### src/ast_pkg.sv
// constants shared by the asynchronous serial transceiver
// assumes one bus clock; register offsets and bit positions are local
package ast_pkg;

  // register offsets on the plain register port
  localparam logic [2:0] REG_BAUD_LO = 3'h0;
  localparam logic [2:0] REG_BAUD_HI = 3'h1;
  localparam logic [2:0] REG_CTRL1 = 3'h2;
  localparam logic [2:0] REG_CTRL2 = 3'h3;
  localparam logic [2:0] REG_STATUS1 = 3'h4;
  localparam logic [2:0] REG_CTRL3 = 3'h5;
  localparam logic [2:0] REG_DATA = 3'h6;

  // control bit positions
  localparam int C1_LONG_BREAK = 0;
  localparam int C1_NINE_BIT = 4;
  localparam int C2_SEND_BREAK = 0;
  localparam int C2_RX_ENABLE = 2;
  localparam int C2_TX_ENABLE = 3;
  localparam int C3_TX_INVERT = 4;
  localparam int C3_RX_INVERT = 5;
  localparam int C3_TX_NINTH = 6;
  localparam int C3_RX_NINTH = 7;

  // status bit positions
  localparam int S1_PARITY = 0;
  localparam int S1_FRAMING = 1;
  localparam int S1_NOISE = 2;
  localparam int S1_OVERRUN = 3;
  localparam int S1_RX_FULL = 5;
  localparam int S1_TX_DONE = 6;
  localparam int S1_TX_EMPTY = 7;

  localparam logic [4:0] BAUD_HI_MASK = 5'h1F;
  localparam logic [12:0] BAUD_RESET = 13'h0000;

  // frame lengths in bit times
  localparam logic [3:0] FRAME_LEN_8 = 4'hA;
  localparam logic [3:0] FRAME_LEN_9 = 4'hB;
  localparam logic [3:0] BREAK_EXTRA = 4'h3;
  localparam logic [3:0] DATA_BITS_8 = 4'h8;
  localparam logic [3:0] DATA_BITS_9 = 4'h9;

  // sixteenth-bit slots, stored as slot number minus one
  localparam logic [3:0] SLOT_1 = 4'h0;
  localparam logic [3:0] SLOT_3 = 4'h2;
  localparam logic [3:0] SLOT_5 = 4'h4;
  localparam logic [3:0] SLOT_7 = 4'h6;
  localparam logic [3:0] SLOT_8 = 4'h7;
  localparam logic [3:0] SLOT_9 = 4'h8;
  localparam logic [3:0] SLOT_10 = 4'h9;
  localparam logic [3:0] SLOT_11 = 4'hA;
  localparam logic [3:0] SLOT_16 = 4'hF;

  localparam logic [2:0] HIST_ONES = 3'h7;
  localparam logic [2:0] HIST_CLEAR = 3'h0;
  localparam logic [1:0] START_MAJORITY = 2'h2;

  typedef enum logic [1:0] {RX_IDLE, RX_START, RX_DATA} ast_rx_state_type;

  // frame length: data frame, or break with optional long extension
  function automatic logic [3:0] ast_frame_len(input logic nine,
                                               input logic brk,
                                               input logic long_brk);
    logic [3:0] len;
    len = nine ? FRAME_LEN_9 : FRAME_LEN_8;
    if (brk && long_brk) begin
      len = len + BREAK_EXTRA;
    end
    return len;
  endfunction

endpackage

### src/ast_core.sv
// asynchronous serial transceiver: baud generator, transmitter, receiver
// assumes a plain register port on CLK and a remote device on RXD/TXD
//
// Added by the designer: strobed register access and the register addresses.
`timescale 1ns/1ps
module ast_core
  import ast_pkg::*;
(
  input wire logic CLK,
  input wire logic RST_N,
  input wire logic [2:0] ADDR,
  input wire logic [7:0] WDATA,
  input wire logic WR,
  input wire logic RD,
  output logic [7:0] RDATA,
  input wire logic RXD,
  output logic TXD,
  output logic TX_OE
);

  logic [12:0] baud_div;
  logic [12:0] baud_cnt;
  logic tick16;
  logic long_break_select, nine_bit_mode;
  logic tx_enable_bit, rx_enable_bit, send_break_ctl;
  logic tx_ninth_bit, tx_polarity_invert, rx_polarity_invert;
  logic [7:0] tx_data;
  logic tx_buffer_empty_flag, tx_complete_flag;
  logic preamble_q, break_q;
  logic [3:0] tx_rt, tx_left;
  logic [13:0] tx_shift, next_frame;
  logic [3:0] next_len;
  logic tx_cur, tx_busy;
  logic tx_bit_tick, tx_free, load_pre, load_brk, load_data, tx_done;
  logic rx_meta, rx_sync, rx_in, rx_edge;
  logic [2:0] rx_hist;
  ast_rx_state_type rx_state;
  logic [3:0] rx_rt, rt_n, rx_idx, rx_last;
  logic [1:0] rx_zeros, start_zeros;
  logic [1:0] rx_votes;
  logic rx_bit, rx_disagree, rx_any_one;
  logic rx_noise, rx_break;
  logic [8:0] rx_shift;
  logic rx_done, frame_fe, frame_nf;
  logic [7:0] rx_data;
  logic rx_ninth;
  logic rx_buffer_full_flag, overrun_flag, noise_flag, framing_error_flag;
  logic clear_armed;
  logic wr_ctrl2, wr_data, rd_status, rd_data, clear_seq;
  logic [7:0] status_byte;

  assign wr_ctrl2 = WR && (ADDR == REG_CTRL2);
  assign wr_data = WR && (ADDR == REG_DATA);
  assign rd_status = RD && (ADDR == REG_STATUS1);
  assign rd_data = RD && (ADDR == REG_DATA);
  assign clear_seq = rd_data && clear_armed;

  function automatic logic maj3(input logic a, input logic b,
                                input logic c);
    return (a & b) | (a & c) | (b & c);
  endfunction

  // control registers
  always_ff @(posedge CLK) begin
    if (!RST_N) begin
      baud_div <= BAUD_RESET;
      long_break_select <= 1'b0;
      nine_bit_mode <= 1'b0;
      tx_enable_bit <= 1'b0;
      rx_enable_bit <= 1'b0;
      send_break_ctl <= 1'b0;
      tx_ninth_bit <= 1'b0;
      tx_polarity_invert <= 1'b0;
      rx_polarity_invert <= 1'b0;
      tx_data <= 8'h00;
    end else if (WR) begin
      case (ADDR)
        REG_BAUD_LO: baud_div[7:0] <= WDATA;
        REG_BAUD_HI: baud_div[12:8] <= WDATA[4:0] & BAUD_HI_MASK;
        REG_CTRL1: begin
          long_break_select <= WDATA[C1_LONG_BREAK];
          nine_bit_mode <= WDATA[C1_NINE_BIT];
        end
        REG_CTRL2: begin
          tx_enable_bit <= WDATA[C2_TX_ENABLE];
          rx_enable_bit <= WDATA[C2_RX_ENABLE];
          send_break_ctl <= WDATA[C2_SEND_BREAK];
        end
        REG_CTRL3: begin
          tx_ninth_bit <= WDATA[C3_TX_NINTH];
          tx_polarity_invert <= WDATA[C3_TX_INVERT];
          rx_polarity_invert <= WDATA[C3_RX_INVERT];
        end
        REG_DATA: tx_data <= WDATA;
        default: ;
      endcase
    end
  end

  // one generator shared by both directions; divisor zero holds it
  always_ff @(posedge CLK) begin
    if (!RST_N || baud_div == BAUD_RESET) begin
      baud_cnt <= BAUD_RESET;
      tick16 <= 1'b0;
    end else if (baud_cnt >= baud_div - 13'h0001) begin
      baud_cnt <= BAUD_RESET;
      tick16 <= 1'b1;
    end else begin
      baud_cnt <= baud_cnt + 13'h0001;
      tick16 <= 1'b0;
    end
  end

  // transmit bit clock: every sixteenth sample tick
  always_ff @(posedge CLK) begin
    if (!RST_N) begin
      tx_rt <= SLOT_1;
    end else if (tick16) begin
      tx_rt <= tx_rt + 4'h1;
    end
  end

  assign tx_bit_tick = tick16 && (tx_rt == SLOT_16);
  assign tx_free = tx_bit_tick && (tx_left == 4'h0);
  // preamble, then break, then data; data only while enabled
  assign load_pre = tx_free && preamble_q;
  assign load_brk = tx_free && !preamble_q && break_q;
  assign load_data = tx_free && !preamble_q && !break_q && tx_enable_bit
                     && !tx_buffer_empty_flag;
  assign tx_done = tx_free && tx_busy && !load_pre && !load_brk
                   && !load_data;

  always_comb begin
    next_len = ast_frame_len(nine_bit_mode, load_brk, long_break_select);
    if (load_brk) begin
      next_frame = 14'h0000;
    end else if (load_pre) begin
      next_frame = 14'h3FFF;
    end else if (nine_bit_mode) begin
      next_frame = {3'h0, 1'b1, tx_ninth_bit, tx_data, 1'b0};
    end else begin
      next_frame = {4'h0, 1'b1, tx_data, 1'b0};
    end
  end

  // transmit shifter
  always_ff @(posedge CLK) begin
    if (!RST_N) begin
      tx_cur <= 1'b1;
      tx_busy <= 1'b0;
      tx_left <= 4'h0;
      tx_shift <= 14'h0000;
    end else if (tx_bit_tick) begin
      if (tx_left != 4'h0) begin
        tx_cur <= tx_shift[0];
        tx_shift <= {1'b0, tx_shift[13:1]};
        tx_left <= tx_left - 4'h1;
      end else if (load_pre || load_brk || load_data) begin
        tx_cur <= next_frame[0];
        tx_shift <= {1'b0, next_frame[13:1]};
        tx_left <= next_len - 4'h1;
        tx_busy <= 1'b1;
      end else begin
        tx_cur <= 1'b1;
        tx_busy <= 1'b0;
      end
    end
  end

  // queued preamble and break characters
  always_ff @(posedge CLK) begin
    if (!RST_N) begin
      preamble_q <= 1'b0;
      break_q <= 1'b0;
    end else begin
      if (load_pre) begin
        preamble_q <= 1'b0;
      end
      if (load_brk) begin
        break_q <= send_break_ctl;
      end
      if (wr_ctrl2 && WDATA[C2_TX_ENABLE] && !tx_enable_bit) begin
        preamble_q <= 1'b1;
      end
      if (wr_ctrl2 && WDATA[C2_SEND_BREAK] && !send_break_ctl) begin
        break_q <= 1'b1;
      end
    end
  end

  // transmit flags: the hardware set is applied last so it wins
  always_ff @(posedge CLK) begin
    if (!RST_N) begin
      tx_buffer_empty_flag <= 1'b1;
      tx_complete_flag <= 1'b1;
    end else begin
      if (wr_data) begin
        tx_buffer_empty_flag <= 1'b0;
        tx_complete_flag <= 1'b0;
      end
      if (wr_ctrl2 && ((WDATA[C2_TX_ENABLE] && !tx_enable_bit) ||
                       (WDATA[C2_SEND_BREAK] && !send_break_ctl))) begin
        tx_complete_flag <= 1'b0;
      end
      if (load_data) begin
        tx_buffer_empty_flag <= 1'b1;
      end
      if (tx_done) begin
        tx_complete_flag <= 1'b1;
      end
    end
  end

  // pin stays owned while a frame runs or a preamble or break waits, even after disable
  always_ff @(posedge CLK) begin
    if (!RST_N) begin
      TXD <= 1'b1;
      TX_OE <= 1'b0;
    end else begin
      TXD <= tx_cur ^ tx_polarity_invert;
      TX_OE <= tx_enable_bit || tx_busy || preamble_q || break_q;
    end
  end

  // receive input synchroniser; inversion applied after it
  always_ff @(posedge CLK) begin
    if (!RST_N) begin
      rx_meta <= 1'b1;
      rx_sync <= 1'b1;
    end else begin
      rx_meta <= RXD;
      rx_sync <= rx_meta;
    end
  end

  assign rx_in = rx_sync ^ rx_polarity_invert;
  assign rx_edge = tick16 && (rx_hist == HIST_ONES) && !rx_in;
  assign rt_n = rx_rt + 4'h1;
  assign start_zeros = rx_zeros + {1'b0, !rx_in};
  assign rx_bit = maj3(rx_votes[0], rx_votes[1], rx_in);
  assign rx_any_one = rx_votes[0] | rx_votes[1] | rx_in;
  assign rx_disagree = (rx_idx == 4'h0) ? rx_any_one :
                       !((rx_votes[0] == rx_votes[1]) &&
                         (rx_votes[1] == rx_in));
  assign rx_last = (nine_bit_mode ? DATA_BITS_9 : DATA_BITS_8) + 4'h1;

  // receive sampler; runs on after a framing error, storing is gated
  always_ff @(posedge CLK) begin
    if (!RST_N) begin
      rx_state <= RX_IDLE;
      rx_hist <= HIST_CLEAR;
      rx_rt <= SLOT_1;
      rx_idx <= 4'h0;
      rx_zeros <= 2'h0;
      rx_votes <= 2'h0;
      rx_noise <= 1'b0;
      rx_break <= 1'b0;
      rx_shift <= 9'h000;
      rx_done <= 1'b0;
      frame_fe <= 1'b0;
      frame_nf <= 1'b0;
    end else begin
      rx_done <= 1'b0;
      if (!rx_enable_bit) begin
        rx_state <= RX_IDLE;
        rx_hist <= HIST_CLEAR;
      end else if (tick16) begin
        rx_hist <= {rx_hist[1:0], rx_in};
        rx_rt <= rt_n;
        case (rx_state)
          RX_IDLE: begin
            if (rx_edge) begin
              rx_state <= RX_START;
              rx_rt <= SLOT_1;
              rx_idx <= 4'h0;
              rx_zeros <= 2'h0;
              rx_noise <= 1'b0;
              rx_break <= 1'b1;
            end
          end
          RX_START: begin
            if (rt_n == SLOT_3 || rt_n == SLOT_5) begin
              rx_zeros <= start_zeros;
              rx_noise <= rx_noise | rx_in;
            end else if (rt_n == SLOT_7) begin
              rx_noise <= rx_noise | rx_in;
              rx_state <= (start_zeros >= START_MAJORITY) ? RX_DATA
                                                         : RX_IDLE;
            end
          end
          RX_DATA: begin
            if (rx_edge) begin
              rx_rt <= SLOT_1;
              if (rt_n >= SLOT_11) begin
                rx_idx <= rx_idx + 4'h1;
              end
            end else begin
              if (rt_n == SLOT_8) begin
                rx_votes[0] <= rx_in;
              end
              if (rt_n == SLOT_9) begin
                rx_votes[1] <= rx_in;
              end
              if (rt_n == SLOT_16) begin
                rx_idx <= rx_idx + 4'h1;
              end
              if (rt_n == SLOT_10) begin
                rx_noise <= rx_noise | rx_disagree;
                if (rx_idx != 4'h0 && rx_idx != rx_last) begin
                  rx_shift <= {rx_bit, rx_shift[8:1]};
                  if (rx_bit) begin
                    rx_break <= 1'b0;
                  end
                end
                if (rx_idx == rx_last) begin
                  rx_done <= 1'b1;
                  rx_state <= RX_IDLE;
                  frame_fe <= !rx_bit;
                  frame_nf <= rx_noise | rx_disagree;
                  if (!rx_bit && !rx_break) begin
                    rx_hist <= HIST_ONES;
                  end
                end
              end
            end
          end
          default: rx_state <= RX_IDLE;
        endcase
      end
    end
  end

  // receive buffer and flags; a new character beats a same-cycle clear while no framing error is flagged
  always_ff @(posedge CLK) begin
    if (!RST_N) begin
      rx_data <= 8'h00;
      rx_ninth <= 1'b0;
      rx_buffer_full_flag <= 1'b0;
      overrun_flag <= 1'b0;
      noise_flag <= 1'b0;
      framing_error_flag <= 1'b0;
      clear_armed <= 1'b0;
    end else begin
      if (rd_status && (rx_buffer_full_flag || overrun_flag ||
                        noise_flag || framing_error_flag)) begin
        clear_armed <= 1'b1;
      end
      if (clear_seq) begin
        rx_buffer_full_flag <= 1'b0;
        overrun_flag <= 1'b0;
        noise_flag <= 1'b0;
        framing_error_flag <= 1'b0;
        clear_armed <= 1'b0;
      end
      if (rx_done && !framing_error_flag) begin
        if (rx_buffer_full_flag && !clear_seq) begin
          overrun_flag <= 1'b1;
        end else begin
          rx_data <= nine_bit_mode ? rx_shift[7:0] : rx_shift[8:1];
          rx_ninth <= rx_shift[8];
          rx_buffer_full_flag <= 1'b1;
          noise_flag <= frame_nf;
          framing_error_flag <= frame_fe;
        end
      end
    end
  end

  always_comb begin
    status_byte = 8'h00;
    status_byte[S1_TX_EMPTY] = tx_buffer_empty_flag;
    status_byte[S1_TX_DONE] = tx_complete_flag;
    status_byte[S1_RX_FULL] = rx_buffer_full_flag;
    status_byte[S1_OVERRUN] = overrun_flag;
    status_byte[S1_NOISE] = noise_flag;
    status_byte[S1_FRAMING] = framing_error_flag;
    status_byte[S1_PARITY] = 1'b0;
  end

  // read data valid in the cycle after the strobe only
  always_ff @(posedge CLK) begin
    if (!RST_N || !RD) begin
      RDATA <= 8'h00;
    end else begin
      case (ADDR)
        REG_BAUD_LO: RDATA <= baud_div[7:0];
        REG_BAUD_HI: RDATA <= {3'h0, baud_div[12:8]};
        REG_CTRL1: RDATA <= {3'h0, nine_bit_mode, 3'h0, long_break_select};
        REG_CTRL2: RDATA <= {4'h0, tx_enable_bit, rx_enable_bit, 1'b0,
                             send_break_ctl};
        REG_STATUS1: RDATA <= status_byte;
        REG_CTRL3: RDATA <= {rx_ninth, tx_ninth_bit, rx_polarity_invert,
                             tx_polarity_invert, 4'h0};
        REG_DATA: RDATA <= rx_data;
        default: RDATA <= 8'h00;
      endcase
    end
  end
endmodule

### config.mk
export PLATFORM = sky130hd
export DESIGN_NAME = ast_core
export DESIGN_NICKNAME = d
export VERILOG_FILES = /design/src/ast_pkg.sv /design/src/ast_core.sv
export SDC_FILE = /design/constraint.sdc
export NUM_CORES = 1
export LEC_CHECK = 0
export CAP_MARGIN = 15
export CORE_ASPECT_RATIO = 1.25
export CORE_MARGIN = 2
export CORE_UTILIZATION = 35
export DETAILED_ROUTE_END_ITERATION = 10
export DONT_BUFFER_PORTS = 1
export PLACE_DENSITY = 0.57
export SYNTH_ARGS = -nofsm -noshare
export SYNTH_HDL_FRONTEND = slang
export SYNTH_SLANG_ARGS = --single-unit
### constraint.sdc
create_clock -name CLK -period 2.6 [get_ports CLK]
set_clock_uncertainty 0.15 [all_clocks]
set_input_delay 0.52 -clock CLK [delete_from_list [all_inputs] [get_ports CLK]]
set_output_delay 0.52 -clock CLK [all_outputs]
set_load 0.1 [all_outputs]
==> results of run 1 <==
routing by layer:
layer  routed length (µm)  vias up  GRT usage (%)
met5                    0        -              0
met4                  345        0           6.65
met3                  529       25           4.55
met2                 8280       65           30.4
met1                 7030     2527           19.4
li1                     -     2799              -
Yosys cell counts (3+ instances only):
library cell,count
dfxtp_1,127
nor2_1,101
nand2_1,83
a21oi_1,61
mux2i_1,45
ha_1,33
nor3_1,27
inv_1,26
clkbuf_1,24
a211oi_1,22
nand3_1,20
o21ai_0,17
xor2_1,16
nand2b_1,13
xnor2_1,12
nand4_1,10
a21o_1,8
nor2b_1,8
nand3b_1,7
a22oi_1,6
o211ai_1,6
and2_1,5
and3_1,5
a311oi_1,4
a31oi_1,4
buf_1,4
buf_2,4
nand4b_1,4
nor4_1,4
o22ai_1,4
o31ai_1,4
or4_1,4
o21a_1,3
layout make-up:
type / count / area [µm²] / area share [%]
multi-input cells: 576 / 3840 / 49.2
flip-flops and latches: 127 / 2540 / 32.6
repair buffers: 56 / 445 / 5.70
clock buffers: 17 / 425 / 5.45
well taps: 228 / 285 / 3.65
clock inverters: 15 / 164 / 2.10
inverters: 27 / 101 / 1.30
power by group through the flow:
stage	clock network [W]	logic, W	registers (W)
final	0.00236	0.000260	0.00198
after global routing	0.00249	0.000288	0.00198
after CTS	0.00240	0.000256	0.00198
after detailed placement	0	0.000249	0.00202
after global placement	0	0.000248	0.00202
after floorplan	0	0.000175	0.00204
kinds of logic after synthesis:
logic type	synth area share [%]
fa+ha+maj	6.34
simple gates	22.7
buf+inv	4.09
xor+xnor	4.44
mux	7.61
compound gates	15.8
flops	39.0
critical path: stages, from the launching register on:
cell and delay [ps]:
dfxtp_1 310, inv_1 70, ha_2 200, nand2_1 70
xor2_1 140, ha_1 290, a21o_1 190, a2111oi_2 380
o21ai_1 120, a221o_2 490, buf_12 170, nor3_2 100
sequential cells by signal, summed over array words and instances (netlist names), 2 cells and up:
signal,cells
rx_rt,4
rx_state,2
tx_left,4
baud_div,13
rx_shift,9
rx_zeros,2
rx_idx,4
rx_data,8
rx_hist,3
baud_cnt,13
tx_shift,13
tx_data,8
tx_rt,4
rx_votes,2
RDATA,8
per-stage QoR:
stage                     setup WS, ps  area (µm²)  util, %  setup TNS [ps]  power (W)
after global routing              -306        7810     43.0           -3780    0.00476
after floorplan                  -20.9        6600        -            -188    0.00221
after global placement            -218        7120     39.2           -2600    0.00227
after detailed placement          -295        7120     39.2           -3620    0.00227
after CTS                         -161        7750     42.7           -1620    0.00464
final                             -167        7810     43.0           -1970    0.00460
what timing repair did:
action / 4_1_cts / 5_1_grt
setup endpoints to repair: 14 / 16
gates resized for setup: 5 / 7
pin swaps: 3 / 5
setup buffers: 3 / 2
path summary, 6_finish.rpt:
check / startpoint / to / slack (ps) / cells after the start
min reg2reg: rx_meta / rx_sync / 260 / 1
max: baud_div[1] / baud_cnt[9] / -170 / 11
min: RST_N / tx_complete_flag / 40 / 1
max reg2reg: baud_div[1] / baud_cnt[9] / -170 / 11
==> run metrics, run 1 <==
outcome finished with violations; failing checks negative setup slack; mapped cell area 6510 µm²; Fmax achieved 361 MHz; CTS Buf Count 17; share of the synthesized area in the top cell type 39.0%; dominant synthesized flop cell dfxtp_1; Fin. Hold Viols 0; Comb pwr share 5.7%; Rows 55; Initial Utilization 35.9%; via count 5416; CP arrival 2960 ps; H-Tree Depth 4; Pwr per Cell Area 589 nW/µm²; I/O pin total 26; Distinct cells, synth 71; Residual DRC 0; setup violators final 14; RSZ-0062 raised after global routing yes; post-DR vias/cell 5.18; most frequent cells in the layout dfxtp_1, nor2_1, nand2_1; wire length per cell 15.5 µm; cells after synthesis 766; GRT overflow 0; Yosys warnings 0; later-pin clock latency in the skew report 420 ps; initial antenna violation count 0; vias in the first global route 5374; Die Width 126 µm; clk buf depth 2; count of state elements after synthesis 127; Sinks on Clock Net 127; TritonCTS clock tree done; Cell Int Power 0.00350 W; GRT Total Usage 17.1%; worst rel slew slack 50.5%; Max Slew Vio Count 0; Post-synth EDFFs 0; worst vdd ir 0.454 mV; clock root cell clkbuf_16; CORE AREA 18200 µm²; WHS 36.4 ps; syn_area_per_cell 8.50 µm²; global-route wire length before repair 26800 µm; part of the power in registers 43.1%; hold crit path type in -> reg; Ant. Diodes 0; commonest non-fill, non-tap cell in the layout dfxtp_1; GPL Wtd Cong 0.829; final setup margin -167 ps; Tightest Pin Transition 742 ps; largest cells by area after synthesis dfxtp_1, mux2i_1, ha_1; net switching power 0.00110 W; # nets final 854; Req. time, crit path 2800 ps; dpl hpwl 11600 µm; Clock Power Share 51.3%; CP max FO 7; FILL cells 1867; Non-Filler Instances 1046; MaxCap Viol Count 0; WS Path Type reg -> reg; leading area contributor after synthesis dfxtp_1; Async SR Flop Fraction 0%; share of layout cells above drive strength 1 16.6%; CTS clock-pin slew for the worst setup and hold paths 60 ps; Tmin final 2770 ps; Area growth, synth to finish 19.9%; placed cell count 1009; die area 19700 µm²; period utilisation layout 106%; DRT antenna net count 0; hold buffer count at cts 0; Switching Share 23.9%; Port Buffers 0; Chip Height 157 µm; First-pass DRT Iterations 4; Critical Path Start Type flop; Net Count, Synth 815; 1st-iter DRT viols 254; CP endpoint kind flop; final WL 16200 µm; Seq/Total Area, Yosys 39.0%; leakage 3.08 nW; maximum number of pins on one net before global-route repair 39
(Power assumes the default switching activity.)
==> run 2: changes to the inputs <==
- PLACE_DENSITY: 0.57 -> 0.55
==> run 2 against run 1 <==
  * The run still ends with negative setup slack left
  * Clock power is 4% higher
  * Design area is 0.58% higher
  * Global-route usage is 0.27 points lower
  * Cell count is 0.38% higher
  * Register-to-register slack better by 40 ps
==> run metrics, run 2 (synthesis results as in run 1) <==
Tightest Pin Transition 695 ps (-47.1 ps); Ant. Diodes 0 (unchanged); TritonCTS clock tree done; worst rel slew slack 53.6% (+3.1 points); critical path's slowest cell or4_4; Worst Setup SP baud_div[4]; CP Cell Sequence nor3_4 > nand2_2 > or4_4 > xor2_1 > ha_1 > buf_4 > a221o_2 > buf_12 > nor3_2; dpl hpwl 11300 µm (-2.6%); I/O pin total 26 (unchanged); Pwr per Cell Area 599 nW/µm² (+1.7%); outcome finished with violations; Tmin final 2720 ps (-44.0 ps); setup violators final 14 (unchanged); R2R Setup Slk -120 ps (+40 ps); fin util 43.2% (+0.25 points); CTS Buf Count 17 (unchanged); WHS 40.2 ps (+3.86 ps); Fmax achieved 367 MHz (+1.6%); WS Path Type reg -> reg; 1st-iter DRT viols 289 (+14%); Initial Utilization 35.9% (unchanged); First-pass DRT Iterations 4 (unchanged); die area 19700 µm² (unchanged); GRT overflow 0 (unchanged); most frequent cells in the layout dfxtp_1, nor2_1, nand2_1; clk buf depth 2 (unchanged); GPL Wtd Cong 0.864 (+4.3%); Max Slew Vio Count 0 (unchanged); later-pin clock latency in the skew report 420 ps (about the same); Largest stage delay, worst path 560 ps (+70 ps); Port Buffers 0 (unchanged); final setup margin -123 ps (+44.0 ps); CP arrival 2930 ps (-30 ps); worst setup path end baud_cnt[11]; Req. time, crit path 2800 ps (about the same); RSZ-0062 raised after global routing yes; CTS clock-pin slew for the worst setup and hold paths 60 ps (about the same); global-route wire length before repair 26300 µm (-1.7%); worst reg2reg path depth 9 (-2); wire length per cell 15.1 µm (-2.1%); failing checks negative setup slack; vias in the first global route 5150 (-4.2%); final WL 15900 µm (-1.7%); top flop regs baud_cnt (13), baud_div (13), tx_shift (13); worst path bufs/invs 2 (unchanged); commonest non-fill, non-tap cell in the layout dfxtp_1; DRT antenna net count 0 (unchanged); GRT Total Usage 16.8% (-0.27 points); post-DR vias/cell 5.13 (-0.93%); leakage 3.12 nW (+1.2%); CP endpoint kind flop; crit-path leading delay family simple AND/OR/NAND/NOR gates; WP depth 9 (-2); Sinks on Clock Net 127 (unchanged); Fin. Hold Viols 0 (unchanged); Die Width 126 µm (unchanged); hold buffer count at cts 0 (unchanged); # nets final 858 (+0.47%); setup tns final -1500 ps (+464 ps); MaxCap Viol Count 0 (unchanged); Rows 55 (unchanged); Residual DRC 0 (unchanged); hold crit path type in -> reg; H-Tree Depth 4 (unchanged); CORE AREA 18200 µm² (unchanged); CP max FO 7 (unchanged); reg2reg start baud_div[4]; via count 5386 (-0.55%); period utilisation layout 105% (-1.7 points); Critical Path Start Type flop; worst vdd ir 0.441 mV (-2.9%); share of layout cells above drive strength 1 17.4% (+0.77 points); Area growth, synth to finish 20.6%; maximum number of pins on one net before global-route repair 89 (+130%); initial antenna violation count 0 (unchanged); reg-to-reg critical path endpoint baud_cnt[11]; Chip Height 157 µm (unchanged); clock root cell clkbuf_16
==> run 2: cell count changes in the layout (fill, tap and decap cells not counted), moves of 2 or more <==
cell | before | now
inv_2 | 1 | 3
buf_4 | 54 | 58
clkinv_2 | 2 | 5
inv_6 | 3 | 1
inv_1 | 26 | 24
clkinv_4 | 6 | 4
==> run 2: per-layer routing <==
metal / track usage, % / vias up / routed length, µm
li1: - / 2801 / -
met1: 20.3 / 2504 / 7210
met2: 29.4 / 69 / 8020
met3: 4.07 / 12 / 503
met4: 5.49 / 0 / 169
met5: 0 / - / 0
==> run 2: per-stage QoR <==
stage	worst slack, ps	power, W	instance area, µm²	instances
2_1_floorplan	-20.9	0.00221	6600	766
3_3_place_gp	-248	0.00227	7130	1011
3_5_place_dp	-281	0.00227	7130	1011
4_1_cts	-178	0.00474	7780	1045
5_1_grt	-287	0.00487	7850	1050
6_report	-123	0.00470	7850	1050
==> run 2: what timing repair did <==
action,4_1_cts,5_1_grt
gates resized for setup,7,8
endpoints found under the hold margin,0,0
pin swaps,8,10
setup buffers,2,5
endpoints found under the setup margin,14,15
==> run 2: worst min path at each step <==
stage,end,slack [ps],startpoint,depth (start not counted)
6_report,tx_complete_flag,40,RST_N,1
5_1_grt,tx_complete_flag,20,RST_N,1
4_1_cts,tx_complete_flag,20,RST_N,1
3_5_place_dp,rx_sync,250,rx_meta,1
3_3_place_gp,rx_sync,240,rx_meta,1
2_1_floorplan,rx_sync,240,rx_meta,1
==> run 2: area by class of cell <==
| cell class | count | area (µm²) |
|---|---|---|
| multi-input combinational | 576 | 3840 |
| clock inverter | 14 | 166 |
| tap | 228 | 285 |
| inverter | 27 | 101 |
| clock buffer | 18 | 439 |
| sequential | 127 | 2550 |
| fill | 1819 | 10300 |
| timing repair buffer | 60 | 475 |
==> run 2: worst register-to-register path, cell delays in order, from the launching register on <==
cell and delay (ps):
dfxtp_2 330, nor3_4 200, nand2_2 110, or4_4 560, xor2_1 160, ha_1 310, buf_4 140, a221o_2 440
buf_12 170, nor3_2 90
==> run 2: power by group <==
| part | leakage (nW) | switching [W] | internal (W) | total [W] |
|---|---|---|---|---|
| Sequential | 1.03 | 0.0000146 | 0.00196 | 0.00198 |
| Clock | 0.300 | 0.000928 | 0.00153 | 0.00246 |
| Combinational | 1.79 | 0.000147 | 0.000117 | 0.000264 |
| Total | 3.12 | 0.00109 | 0.00361 | 0.00470 |
